## config.mk

```make
export PLATFORM = sky130hd
export DESIGN_NAME = lic_device_flat
export DESIGN_NICKNAME = d
export VERILOG_FILES = /design/src/lic_pkg.sv /design/src/lic_if.sv /design/src/lic_device.sv /design/src/flat_wrapper.sv
export VERILOG_INCLUDE_DIRS = /design/src
export SDC_FILE = /design/constraint.sdc
export NUM_CORES = 1
export LEC_CHECK = 0
export BUFFER_PORTS_ARGS = -buffer_cell sky130_fd_sc_hd__buf_2
export CORE_MARGIN = 2
export CORE_UTILIZATION = 55
export DETAILED_ROUTE_END_ITERATION = 12
export GPL_TIMING_DRIVEN = 0
export HOLD_SLACK_MARGIN = 0.08
export PLACE_DENSITY_LB_ADDON = 0.3
export SLEW_MARGIN = 5
export SYNTH_ARGS = -nofsm -noshare
export SYNTH_HDL_FRONTEND = slang
export SYNTH_SLANG_ARGS = --single-unit
```

## constraint.sdc

```tcl
create_clock -name mclk -period 3.91 [get_ports mclk]
set_input_delay 0 -clock mclk [delete_from_list [all_inputs] [get_ports mclk]]
set_output_delay 0 -clock mclk [all_outputs]
set_load 0.005 [all_outputs]
```

## src/lic_consts.svh

```systemverilog
`ifndef LIC_CONSTS_SVH
`define LIC_CONSTS_SVH

// register instruction addresses
`define LIC_ADDR_BASE       32'h0000_001B
`define LIC_ADDR_RANGE_LO   32'h0000_0800
`define LIC_ADDR_RANGE_HI   32'h0000_0BFF
`define LIC_ADDR_IDENT      32'h0000_0802
`define LIC_ADDR_REVISION   32'h0000_0803
`define LIC_ADDR_TASK_PRI   32'h0000_0808
`define LIC_ADDR_PROC_PRI   32'h0000_080A
`define LIC_ADDR_DEST_FMT   32'h0000_080E
`define LIC_ADDR_ICMD       32'h0000_0830
`define LIC_ADDR_ICMD_HI    32'h0000_0831
`define LIC_ADDR_SELF       32'h0000_083F

// base control fields and reset value
`define LIC_BASE_EN_BIT     11
`define LIC_BASE_EXT_BIT    10
`define LIC_BASE_RST        64'h0000_0000_0000_0800

// message data word fields
`define LIC_MSG_VEC_MSB     7
`define LIC_MSG_VEC_LSB     0
`define LIC_MSG_MODE_MSB    10
`define LIC_MSG_MODE_LSB    8
`define LIC_MSG_LVL_BIT     14
`define LIC_MSG_TRIG_BIT    15
`define LIC_VEC_MIN         8'h10
`define LIC_VEC_MAX         8'hFE

// delivery mode codes
`define LIC_DM_FIXED        3'h0
`define LIC_DM_LOWEST       3'h1
`define LIC_DM_SYS_MGMT     3'h2
`define LIC_DM_NMI          3'h4
`define LIC_DM_INIT         3'h5
`define LIC_DM_LEGACY_EXT   3'h7

// controller register map on the bus (byte offsets)
`define LIC_R_CMD           8'h00
`define LIC_R_ADDR          8'h04
`define LIC_R_LO            8'h08
`define LIC_R_HI            8'h0C
`define LIC_R_STATUS        8'h10
`define LIC_R_RES_LO        8'h14
`define LIC_R_RES_HI        8'h18
`define LIC_R_MSG           8'h1C

// controller field positions
`define LIC_CMD_GO_BIT      0
`define LIC_CMD_WR_BIT      1
`define LIC_ST_BUSY_BIT     0
`define LIC_ST_DONE_BIT     1
`define LIC_ST_FAULT_BIT    2
`define LIC_ST_REFUSED_BIT  3

`endif

```

## src/lic_pkg.sv

```systemverilog
package lic_pkg;

  typedef enum logic {
    LIC_HS_IDLE,
    LIC_HS_WAIT
  } lic_hst_e;

  typedef struct packed {
    logic [63:0] base;
    logic [7:0]  task_priority;
    logic [63:0] icmd;
    logic        rsp_valid;
    logic        rsp_fault;
    logic [31:0] rsp_lo;
    logic [31:0] rsp_hi;
    logic        ipi_valid;
    logic        self_valid;
    logic [7:0]  self_vec;
    logic        dlv_valid;
    logic [2:0]  dlv_mode;
    logic [7:0]  dlv_vector;
    logic        dlv_level;
    logic        dlv_assert;
    logic        dlv_lowest;
    logic        dlv_legacy;
  } lic_dev_s;

  typedef struct packed {
    lic_hst_e    state;
    logic        dp;
    logic        dp_wr;
    logic [7:0]  dp_addr;
    logic        rd_rdy;
    logic [31:0] rdata;
    logic [31:0] addr;
    logic [31:0] lo;
    logic [31:0] hi;
    logic [31:0] res_lo;
    logic [31:0] res_hi;
    logic        done;
    logic        fault;
    logic        refused;
    logic [31:0] msg;
    logic        req_valid;
    logic        req_write;
    logic        msg_valid;
    logic [31:0] msg_out;
  } lic_host_s;

endpackage

```

## src/lic_if.sv

```systemverilog
`timescale 1ns/1ps
interface lic_if;
  logic        req_valid;
  logic        req_write;
  logic [31:0] req_addr;
  logic [31:0] req_lo;
  logic [31:0] req_hi;
  logic        rsp_valid;
  logic        rsp_fault;
  logic [31:0] rsp_lo;
  logic [31:0] rsp_hi;
  logic        msg_valid;
  logic [31:0] msg_data;

  modport dev (
    input  req_valid, req_write, req_addr, req_lo, req_hi, msg_valid, msg_data,
    output rsp_valid, rsp_fault, rsp_lo, rsp_hi
  );
  modport host (
    output req_valid, req_write, req_addr, req_lo, req_hi, msg_valid, msg_data,
    input  rsp_valid, rsp_fault, rsp_lo, rsp_hi
  );
endinterface // lic_if

```

## src/lic_device.sv

```systemverilog
// The AHB-Lite register port was left to the implementer.
`timescale 1ns/1ps
`include "lic_consts.svh"

// Behaviour
// RULE1 - sender keeps vectors within 010H to 0FEH
// RULE2 - fixed mode delivers to all, edge or level
// RULE3 - lowest priority mode targets lowest-priority agent
// RULE4 - system management mode edge only, vector zero
// RULE5 - non-maskable mode always edge, vector ignored
// RULE6 - initialization mode always edge, vector ignored
// RULE7 - legacy external mode drives legacy request edge
// RULE8 - level bit used only for level messages
// RULE9 - trigger bit zero edge, one level
// RULE10 - reserved message bits written back unchanged
// RULE11 - base control bit 10 enables extended mode
// RULE12 - enable pair decodes disabled, invalid, legacy, extended
// RULE13 - extended to legacy write faults
// RULE14 - leave extended only by clearing both bits
// RULE15 - read returns low word, high word
// RULE16 - write high word only for command register
// RULE17 - 800H to BFFH dedicated in extended mode
// RULE18 - destination format address 80EH unimplemented
// RULE19 - command register is one 64-bit at 830H
// RULE20 - self interrupt exists only at 83FH
// RULE21 - unlisted dedicated addresses raise a fault
// RULE22 - one address per legacy register, upper reserved
module lic_device #(
  parameter logic        EXT_SUPPORT = 1'b1,
  parameter logic [31:0] IDENT_VAL   = 32'h0000_0000,  // arbitrary
  parameter logic [31:0] REVISION    = 32'h0001_0014   // arbitrary
) (
  input  wire logic        mclk,
  input  wire logic        rst,
  lic_if.dev               bus,
  output logic             ctl_enabled,
  output logic             ctl_extended,
  output logic             ext_supported,
  output logic             ipi_valid,
  output logic [63:0]      ipi_cmd,
  output logic             self_valid,
  output logic [7:0]       self_vector,
  output logic             dlv_valid,
  output logic [2:0]       dlv_mode,
  output logic [7:0]       dlv_vector,
  output logic             dlv_level_sens,
  output logic             dlv_assert,
  output logic             dlv_lowest,
  output logic             dlv_legacy_req
);
  import lic_pkg::*;

  lic_dev_s    s_r;
  lic_dev_s    s_nxt;
  logic        ext;
  logic        flt;
  logic [63:0] rd;
  logic        wr_en;
  logic        wr_ext;
  logic [2:0]  mmode;
  logic        level_msg;

  //////////////////////////////////////////////////////////////////////////////
  always_comb begin
    s_nxt            = s_r;
    s_nxt.rsp_valid  = 1'b0;
    s_nxt.rsp_fault  = 1'b0;
    s_nxt.ipi_valid  = 1'b0;
    s_nxt.self_valid = 1'b0;
    s_nxt.dlv_valid  = 1'b0;
    s_nxt.dlv_lowest = 1'b0;
    s_nxt.dlv_legacy = 1'b0;
    ext       = s_r.base[`LIC_BASE_EN_BIT] & s_r.base[`LIC_BASE_EXT_BIT];  // see RULE12
    flt       = 1'b0;
    rd        = 64'h0000_0000_0000_0000;
    wr_en     = bus.req_lo[`LIC_BASE_EN_BIT];
    wr_ext    = bus.req_lo[`LIC_BASE_EXT_BIT];
    mmode     = bus.msg_data[`LIC_MSG_MODE_MSB:`LIC_MSG_MODE_LSB];
    level_msg = bus.msg_data[`LIC_MSG_TRIG_BIT];

    // register instructions
    if (bus.req_valid) begin
      s_nxt.rsp_valid = 1'b1;
      if (bus.req_addr == `LIC_ADDR_BASE) begin
        rd = s_r.base;
        if (bus.req_write) begin
          // a refused base write leaves the mode as it was
          if (wr_ext && !wr_en) begin
            flt = 1'b1;                                       // see RULE12
          end else if (wr_ext && !EXT_SUPPORT) begin
            flt = 1'b1;                                       // see RULE11
          end else if (ext && wr_en && !wr_ext) begin
            flt = 1'b1;                                       // see RULE13 see RULE14
          end else begin
            s_nxt.base = {bus.req_hi, bus.req_lo};            // see RULE11
          end
        end
      end else if (bus.req_addr >= `LIC_ADDR_RANGE_LO && bus.req_addr <= `LIC_ADDR_RANGE_HI) begin
        if (!ext) begin
          flt = 1'b1;                                         // see RULE17
        end else begin
          // upper word reads as zero for all 32-bit registers
          case (bus.req_addr)                                 // see RULE22
            `LIC_ADDR_IDENT: begin
              rd  = {32'h0000_0000, IDENT_VAL};
              flt = bus.req_write;
            end
            `LIC_ADDR_REVISION: begin
              rd  = {32'h0000_0000, REVISION};
              flt = bus.req_write;
            end
            `LIC_ADDR_TASK_PRI: begin
              rd = {56'h0000_0000_0000_00, s_r.task_priority};
              if (bus.req_write) begin
                s_nxt.task_priority = bus.req_lo[7:0];                  // see RULE16
              end
            end
            `LIC_ADDR_PROC_PRI: begin
              rd  = {56'h0000_0000_0000_00, s_r.task_priority};
              flt = bus.req_write;
            end
            `LIC_ADDR_ICMD: begin
              rd = s_r.icmd;                                  // see RULE19
              if (bus.req_write) begin
                s_nxt.icmd      = {bus.req_hi, bus.req_lo};   // see RULE16
                s_nxt.ipi_valid = 1'b1;
              end
            end
            `LIC_ADDR_SELF: begin
              flt = !bus.req_write;                           // see RULE20
              if (bus.req_write) begin
                s_nxt.self_valid = 1'b1;
                s_nxt.self_vec   = bus.req_lo[7:0];
              end
            end
            default: flt = 1'b1;                              // see RULE18 see RULE21
          endcase
        end
      end else begin
        flt = 1'b1;
      end
      // a faulted answer carries no data and changes no state
      s_nxt.rsp_fault = flt;
      s_nxt.rsp_lo    = flt ? 32'h0000_0000 : rd[31:0];       // see RULE15
      s_nxt.rsp_hi    = flt ? 32'h0000_0000 : rd[63:32];      // see RULE15
    end

    // message decode, accepted only while globally enabled
    if (bus.msg_valid && s_r.base[`LIC_BASE_EN_BIT]) begin
      s_nxt.dlv_mode   = mmode;
      s_nxt.dlv_vector = 8'h00;
      s_nxt.dlv_level  = 1'b0;
      s_nxt.dlv_assert = 1'b1;                                // see RULE8
      case (mmode)
        `LIC_DM_FIXED, `LIC_DM_LOWEST: begin                  // see RULE2 see RULE3
          s_nxt.dlv_valid  = 1'b1;
          s_nxt.dlv_vector = bus.msg_data[`LIC_MSG_VEC_MSB:`LIC_MSG_VEC_LSB];
          s_nxt.dlv_level  = level_msg;                       // see RULE9
          s_nxt.dlv_assert = level_msg ? bus.msg_data[`LIC_MSG_LVL_BIT] : 1'b1;  // see RULE8
          s_nxt.dlv_lowest = mmode == `LIC_DM_LOWEST;         // see RULE3
        end
        // vector and trigger bit ignored, delivery is edge
        `LIC_DM_SYS_MGMT, `LIC_DM_NMI, `LIC_DM_INIT: begin
          s_nxt.dlv_valid = 1'b1;                             // see RULE4 see RULE5 see RULE6
        end
        // vector comes later from the acknowledge cycle
        `LIC_DM_LEGACY_EXT: begin
          s_nxt.dlv_valid  = 1'b1;
          s_nxt.dlv_legacy = 1'b1;                            // see RULE7
        end
        // modes 3 and 6 are reserved and dropped
        default: s_nxt.dlv_valid = 1'b0;
      endcase
    end
  end

  //////////////////////////////////////////////////////////////////////////////
  always_ff @(posedge mclk) begin
    if (rst) begin
      // out of reset: enabled, legacy mode
      s_r      <= '0;
      s_r.base <= `LIC_BASE_RST;
    end else begin
      s_r <= s_nxt;
    end
  end

  //////////////////////////////////////////////////////////////////////////////
  assign bus.rsp_valid  = s_r.rsp_valid;
  assign bus.rsp_fault  = s_r.rsp_fault;
  assign bus.rsp_lo     = s_r.rsp_lo;
  assign bus.rsp_hi     = s_r.rsp_hi;
  assign ctl_enabled    = s_r.base[`LIC_BASE_EN_BIT];
  assign ctl_extended   = ext;
  assign ext_supported  = EXT_SUPPORT;                        // see RULE11
  assign ipi_valid      = s_r.ipi_valid;
  assign ipi_cmd        = s_r.icmd;
  assign self_valid     = s_r.self_valid;
  assign self_vector    = s_r.self_vec;
  assign dlv_valid      = s_r.dlv_valid;
  assign dlv_mode       = s_r.dlv_mode;
  assign dlv_vector     = s_r.dlv_vector;
  assign dlv_level_sens = s_r.dlv_level;
  assign dlv_assert     = s_r.dlv_assert;
  // kind flags are registered beside the decoded message
  assign dlv_lowest     = s_r.dlv_lowest;                     // see RULE3
  assign dlv_legacy_req = s_r.dlv_legacy;                     // see RULE7

endmodule // lic_device

```

## src/flat_wrapper.sv

```systemverilog
// flat-port wrapper written by rule: the top's interface ports become plain ports
module lic_device_flat import lic_pkg::*;
#(
  parameter logic        EXT_SUPPORT = 1'b1,
  parameter logic [31:0] IDENT_VAL   = 32'h0000_0000,              
  parameter logic [31:0] REVISION    = 32'h0001_0014               
)
  (mclk, rst, ctl_enabled, ctl_extended, ext_supported, ipi_valid, ipi_cmd, self_valid, self_vector, dlv_valid, dlv_mode, dlv_vector, dlv_level_sens, dlv_assert, dlv_lowest, dlv_legacy_req, bus_req_valid, bus_req_write, bus_req_addr, bus_req_lo, bus_req_hi, bus_msg_valid, bus_msg_data, bus_rsp_valid, bus_rsp_fault, bus_rsp_lo, bus_rsp_hi);
  lic_if bus_i ();
  input  wire logic mclk;
  input  wire logic rst;
  output logic ctl_enabled;
  output logic ctl_extended;
  output logic ext_supported;
  output logic ipi_valid;
  output logic [63:0] ipi_cmd;
  output logic self_valid;
  output logic [7:0] self_vector;
  output logic dlv_valid;
  output logic [2:0] dlv_mode;
  output logic [7:0] dlv_vector;
  output logic dlv_level_sens;
  output logic dlv_assert;
  output logic dlv_lowest;
  output logic dlv_legacy_req;
  input wire logic [$bits(bus_i.req_valid)-1:0] bus_req_valid;
  input wire logic [$bits(bus_i.req_write)-1:0] bus_req_write;
  input wire logic [$bits(bus_i.req_addr)-1:0] bus_req_addr;
  input wire logic [$bits(bus_i.req_lo)-1:0] bus_req_lo;
  input wire logic [$bits(bus_i.req_hi)-1:0] bus_req_hi;
  input wire logic [$bits(bus_i.msg_valid)-1:0] bus_msg_valid;
  input wire logic [$bits(bus_i.msg_data)-1:0] bus_msg_data;
  output wire logic [$bits(bus_i.rsp_valid)-1:0] bus_rsp_valid;
  output wire logic [$bits(bus_i.rsp_fault)-1:0] bus_rsp_fault;
  output wire logic [$bits(bus_i.rsp_lo)-1:0] bus_rsp_lo;
  output wire logic [$bits(bus_i.rsp_hi)-1:0] bus_rsp_hi;
  assign bus_i.req_valid = bus_req_valid;
  assign bus_i.req_write = bus_req_write;
  assign bus_i.req_addr = bus_req_addr;
  assign bus_i.req_lo = bus_req_lo;
  assign bus_i.req_hi = bus_req_hi;
  assign bus_i.msg_valid = bus_msg_valid;
  assign bus_i.msg_data = bus_msg_data;
  assign bus_rsp_valid = bus_i.rsp_valid;
  assign bus_rsp_fault = bus_i.rsp_fault;
  assign bus_rsp_lo = bus_i.rsp_lo;
  assign bus_rsp_hi = bus_i.rsp_hi;
  lic_device #(.EXT_SUPPORT(EXT_SUPPORT), .IDENT_VAL(IDENT_VAL), .REVISION(REVISION)) u_core (.mclk(mclk), .rst(rst), .bus(bus_i), .ctl_enabled(ctl_enabled), .ctl_extended(ctl_extended), .ext_supported(ext_supported), .ipi_valid(ipi_valid), .ipi_cmd(ipi_cmd), .self_valid(self_valid), .self_vector(self_vector), .dlv_valid(dlv_valid), .dlv_mode(dlv_mode), .dlv_vector(dlv_vector), .dlv_level_sens(dlv_level_sens), .dlv_assert(dlv_assert), .dlv_lowest(dlv_lowest), .dlv_legacy_req(dlv_legacy_req));
endmodule
```

======== Word-level counts from Yosys, hierarchy flattened ========
Index checks and enable logic that the tools add are counted.
storage, ports and cells
  flip-flop bits (word level) ............. 228
  bits in latches ......................... 0
  bits in writable memories ............... 0
  memory bits (read-only) ................. 0
  input bits .............................. 133
  output and inout bits ................... 159
  logic and storage cells ................. 91
  memories kept ........................... 0
cells by class
  $add $sub $neg .......................... 0
  multiply operators ...................... 0
  divide/modulo/power cells ............... 0
  magnitude comparators ................... 2
  eq/ne operators ......................... 12
  shift-type cells ........................ 0
  muxes and demuxes ....................... 26
  bitwise logic cells ..................... 11
  reduce and logical (&&, ||, !) cells .... 23
operators with widths
  kind                  count
  $eq 32x12->1 const B  6
  $mux 64               3
  $pmux 64 s3           1
  $mux 76               1
  $mux 32               2
  $eq 32x5->1 const B   1
  $ge 32x12->1 const B  1
  $le 32x12->1 const B  1
  $mux 10               3
  $mux 9                2
  $reduce_and 6->1      3
  $reduce_or 6->1       3
  $mux 1                12
  $mux 11               1
  $not 1->1             10
  $reduce_or 2->1       5
  $eq 3x3->1 const B    3
  $reduce_or 3->1       2
  $logic_and 1x1->1     5
  $reduce_and 5->1      1
  $eq 3x1->1 const B    1
  $eq 3x2->1 const B    1
  $logic_not 1->1       3
  $logic_not 3->1       1
  other kinds (2)       2

======== Longest topological paths before layout ========
  depth after elaboration ................. 10
  mapped depth ............................ 8
  mapped depth without buffers ............ 6

======== Least setup slack after synthesis ========
Ideal clock, no wire load.
  path kind ............................... input to register
  from .................................... in bus_req_addr[2]
  to ...................................... reg u_core.s_r, in the netlist u_core.bus.rsp_hi[10]
  arrival ................................. 1.940 ns
  data required time ...................... 3.841 ns
  slack ................................... 1.901 ns
  stages .................................. 8
  path buffers ............................ 2
  cell sequence ........................... or4_1 > buf_2 > nor3b_4 > o21bai_1 > a2111oi_4 > o21bai_2 > buf_6 > o21ai_1
on the way
  cells in the longest elaborated chain, start to end .. 8
RTL lines
  item                                                                  line                text
  start: declaration                                                    flat_wrapper.sv:28  input wire logic [$bits(bus_i.req_addr)-1:0] bus_req_addr;
  parallel branches: the longest is 7 deep, another holds $ge 32x12->1  n/a
  $mux 32 *                                                             lic_device.sv:145   s_nxt.rsp_hi = flt ? 32'h0000_0000 : rd[63:32];
  end signal: assignment                                                lic_device.sv:184   s_r <= s_nxt;
  end: declaration                                                      lic_device.sv:53    lic_dev_s s_r;
Every way passes the cells marked *. The select of a mux whose other input is x is not followed.
A chain may end at the register's enable or synchronous reset.

======== Worst setup path after layout ========
  from .................................... in bus_req_addr[30]
  to ...................................... reg u_core.s_r, in the netlist u_core.ipi_cmd[0]
on the way
  cells in the longest elaborated chain, start to end .. 3
RTL lines
  item
  $ge 32x12->1 (no source line) (tied with other cells)
  $logic_and 1x1->1 (no source line) / $not 1->1 (equally long branches)
  $reduce_and 6->1 (no source line) *
Every way passes the cells marked *; elsewhere a longest branch is shown, timed or not.

==> metrics.md <==
| Metric | Value |
|---|---|
| Setup repair after global routing missed its margin | `no` |
| Peak ir drop on the vdd network | `0.392 mV` |
| Largest net degree at the start of global routing | `15` |
| Layout-stage area growth over the synthesis result | `35.6%` |
| Number of detailed-route iterations in the first pass | `6` |
| Type of element launching the critical path | `input pin` |
| R2R setup slack | `0.95 ns` |
| Worst slew slack as a fraction of its limit | `0.276` |
| Top area cells in the synthesized netlist | `dfxtp_1, nand2_1, buf_4` |
| Static leakage | `0.00562 uW` |
| Post-DR wirelength/cell | `17.0 um` |
| WP data required | `4.34 ns` |
| Most numerous cell in the Yosys netlist | `nand2_1` |
| Biggest cell delay along the critical path | `0.72 ns` |
| Count of pins over their slew limit | `0` |
| Share of the yosys chip area belonging to registers | `0.477` |
| Half-perimeter wire length after placement | `19,700 um` |
| Routed Wire Length | `30,700 um` |
| Highest clock rate | `282 MHz` |
| Total negative slack for setup checks | `0 ns` |
| Post-Layout Inst Area | `13,000 um2` |
| Clock net sink count | `228` |
| Number of nets in the finished design | `1,701` |
| Worst Max-Slew Pin Slew | `1.08 ns` |
| Slowest cell on the critical path | `nor3_1` |
| Routability cong. | `0.915` |
| Instance area at placement | `11,200 um2` |
| Average cell area after synthesis | `8.18 um2` |
| First-pass GRT wire length | `47,100 um` |
| Clk pin slew, worst setup/hold paths | `0.06 ns` |
| Total congestion overflow | `0` |
| Overall routing resource usage | `0.322` |
| Worst min path class | `input pin to register` |
| Crit path buf inv count | `5` |
| Critical Path Sink | `u_core.ipi_cmd[0]` |
| H-tree depth | `1` |
| Number of enable flip-flop cells after synthesis | `0` |
| Total of flip-flops plus latches after synthesis | `228` |
| Starting utilization of the core area | `0.559` |
| Proportion of synthesized flip-flops having asynchronous set or reset | `0` |
| Cell types with the highest counts after synthesis | `nand2_1, dfxtp_1, buf_4, a21oi_1, a22oi_1` |
| TritonCTS clock tree | `built` |
| 1st-iter DRT viols | `659` |
| Critical Path AT | `3.97 ns` |
| Worst reg2reg path startpoint | `u_core.ctl_enabled` |
| Status | `finished, final reports clean` |
| Max clock buf depth | `3` |
| Boundary pin count | `292` |
| Final Setup Violations | `0` |
| Total nets after synthesis | `1,302` |
| Total of warnings raised by yosys | `0` |
| Netlist area before placement | `9560 um2` |
| Via count of the first global-routing pass | `9,298` |
| Type of destination of the critical path | `register` |
| Distinct cell type count after synthesis | `40` |
| Cell family with most CP delay | `buffers and inverters` |
| Number of port buffers | `271` |
| Worst clock skew | `0.00749 ns` |
| Cell chain of the critical path | `dlygate4sd3_1 -> buf_2 -> nor4_1 -> dlygate4sd3_1 -> nand4_1 -> nor3_1 -> and2_1 -> clkbuf_1 -> clkbuf_1 -> nand2_1 -> a21oi_1` |
| Fraction of post-synthesis cell area in the top cell type by area | `0.477` |
| R2r endpoint | `u_core.ipi_cmd[0]` |
| Full die area | `18,500 um2` |
| Vias per cell | `5.38` |
| Clock latency reported for the late side of the worst-skew pair | `0.50 ns` |
| Type of the setup path with the least slack | `input pin to register` |
| Final-report hold violation count | `0` |
| Most common flop cell mapped by yosys | `dfxtp_1` |
| TritonCTS buffer count | `23` |
| Die Width | `136 um` |
| DR vias | `9,725` |
| Area of the core region | `17,100 um2` |
| Min cycle time layout | `3.55 ns` |
| Share of the core filled with cells in the final layout | `0.758` |
| Layout fillers | `1,220` |
| Launching instance or port of the critical path | `bus_req_addr[30]` |
| Die boundary height | `136 um` |
| Post-synthesis cell count | `1,169` |
| Total number of cells along the worst setup path | `11` |
| Worst reg-to-reg path cell count | `8` |
| Dominant cell type by area after synthesis | `dfxtp_1` |
| Power per Cell Area | `366 nW/um2` |
| Post-CTS resize count | `0` |
| # DRC | `0` |
| Inserted Diodes | `0` |
| Number of buffers added for setup after CTS | `0` |
| Worst Path Max Fanout | `10` |
| Share of layout cells above drive strength 1 | `0.295` |
| Number of rows created at floorplan | `48` |
| Initial antenna violation count | `0` |
| Count of maximum capacitance violations | `0` |
| Count of nets left with antenna violations after detail routing | `0` |
| Clock root buffer | `clkbuf_16` |
| Period utilization | `0.907` |
## power breakdown
group,internal [uW],switching (uW)
Sequential,2330,3.49
Combinational,129,133
Clock,1240,904
## per-stage QoR
stage | total power [uW] | worst slack [ns] | std cells | hold WS, ns
2_1_floorplan | 2450 | 1.90 | 1169 | 0.0948
3_3_place_gp | 2560 | 1.08 | 1665 | 0.220
3_5_place_dp | 2560 | 1.05 | 1665 | 0.224
4_1_cts | 4730 | 0.535 | 1809 | 0.0952
5_1_grt | 4860 | 0.106 | 1809 | 0.165
6_report | 4740 | 0.365 | 1809 | 0.129
## final cells by class
type / instances / area [um2] / share of cell area
Buffer: 221 / 1430 / 0.110
Timing Repair Buffer: 374 / 2390 / 0.184
Sequential cell: 228 / 4560 / 0.352
Clock buffer: 33 / 663 / 0.0511
Clock inverter: 8 / 67.6 / 0.00521
Inverter: 3 / 11.3 / 0.000868
Tap cell: 225 / 282 / 0.0217
Multi-Input combinational cell: 717 / 3560 / 0.275
## registers in the layout, summed over array words and instances, names as in the netlist, 3 cells and up
signal	cells
u_core.self_vector	8
u_core.dlv_mode	3
u_core.bus.rsp_lo	32
u_core.dlv_vector	8
u_core.s_r	71
u_core.ipi_cmd	64
u_core.bus.rsp_hi	32
## routing by layer
layer | global-route usage | wire length, um | vias to the layer above
met5 | 0 | 0 | -
met4 | 0.135 | 1210 | 0
met3 | 0.0481 | 2260 | 102
met2 | 0.552 | 14700 | 477
met1 | 0.407 | 12500 | 4569
li1 | - | - | 4577
## how the worst min path moves through the flow
stage / to / depth (start not counted) / start
final: u_core.bus.rsp_lo[2] / 4 / bus_req_write
after global routing: u_core.bus.rsp_lo[2] / 4 / bus_req_write
after CTS: u_core.bus.rsp_lo[4] / 4 / bus_req_write
after detailed placement: u_core.dlv_vector[6] / 2 / bus_msg_data[6]
after global placement: u_core.dlv_vector[3] / 2 / bus_msg_data[3]
after floorplan: u_core.bus.rsp_valid / 1 / rst
## timing repair
item,CTS,global route
endpoints found under the hold margin,169,0
setup endpoints to repair,0,0
hold buffers,103,0
## cells by family after synthesis
| logic type | after synthesis | synth area share |
|---|---|---|
| XOR/XNOR | 1 | 0.000916 |
| AND/OR/NAND/NOR | 412 | 0.176 |
| other | 1 | 0.000392 |
| multiplexers | 16 | 0.0168 |
| AO/OA/AOI/OAI | 287 | 0.177 |
| flip-flops | 228 | 0.477 |
| buffers and inverters | 224 | 0.151 |
## placed cells by master (no fill, tap or decap), drive strengths merged
| cell type | synthesis | routed |
|---|---|---|
| conb | 1 | 1 |
| a211oi | 2 | 2 |
| buf | 159 | 430 |
| bufinv | 0 | 1 |
| a21oi | 135 | 135 |
| dfxtp | 228 | 228 |
| o31a | 1 | 1 |
| nor3b | 2 | 2 |
| inv | 3 | 3 |
| nor2 | 31 | 31 |
| a22oi | 63 | 63 |
| nand3b | 3 | 3 |
| nand4bb | 1 | 1 |
| or2 | 1 | 1 |
| nor3 | 9 | 9 |
| and3 | 2 | 2 |
| dlygate4sd3 | 0 | 103 |
| a22o | 14 | 14 |
| or4 | 2 | 2 |
| o22a | 1 | 1 |
| clkinv | 0 | 6 |
| o21ai | 66 | 66 |
| and2 | 4 | 4 |
| nor2b | 3 | 3 |
| clkinvlp | 0 | 1 |
| mux2i | 16 | 16 |
| nand2 | 334 | 334 |
| nand4 | 2 | 2 |
| o31ai | 2 | 2 |
| xor2 | 1 | 1 |
| and3b | 1 | 1 |
| nand4b | 3 | 3 |
| o21bai | 2 | 2 |
| nand3 | 7 | 7 |
| nor4 | 7 | 7 |
| a2111oi | 1 | 1 |
| clkbuf | 62 | 95 |
## worst reg2reg max path: stages, from the launching register on
cell      delay, ns
dfxtp_1        0.57
and2_1         0.26
nand3_1        0.21
nor3_1         0.29
and2_1         0.22
clkbuf_1       0.49
clkbuf_1       0.54
nand2_1        0.14
a21oi_1        0.16
Power figures use the tool's default switching activity.
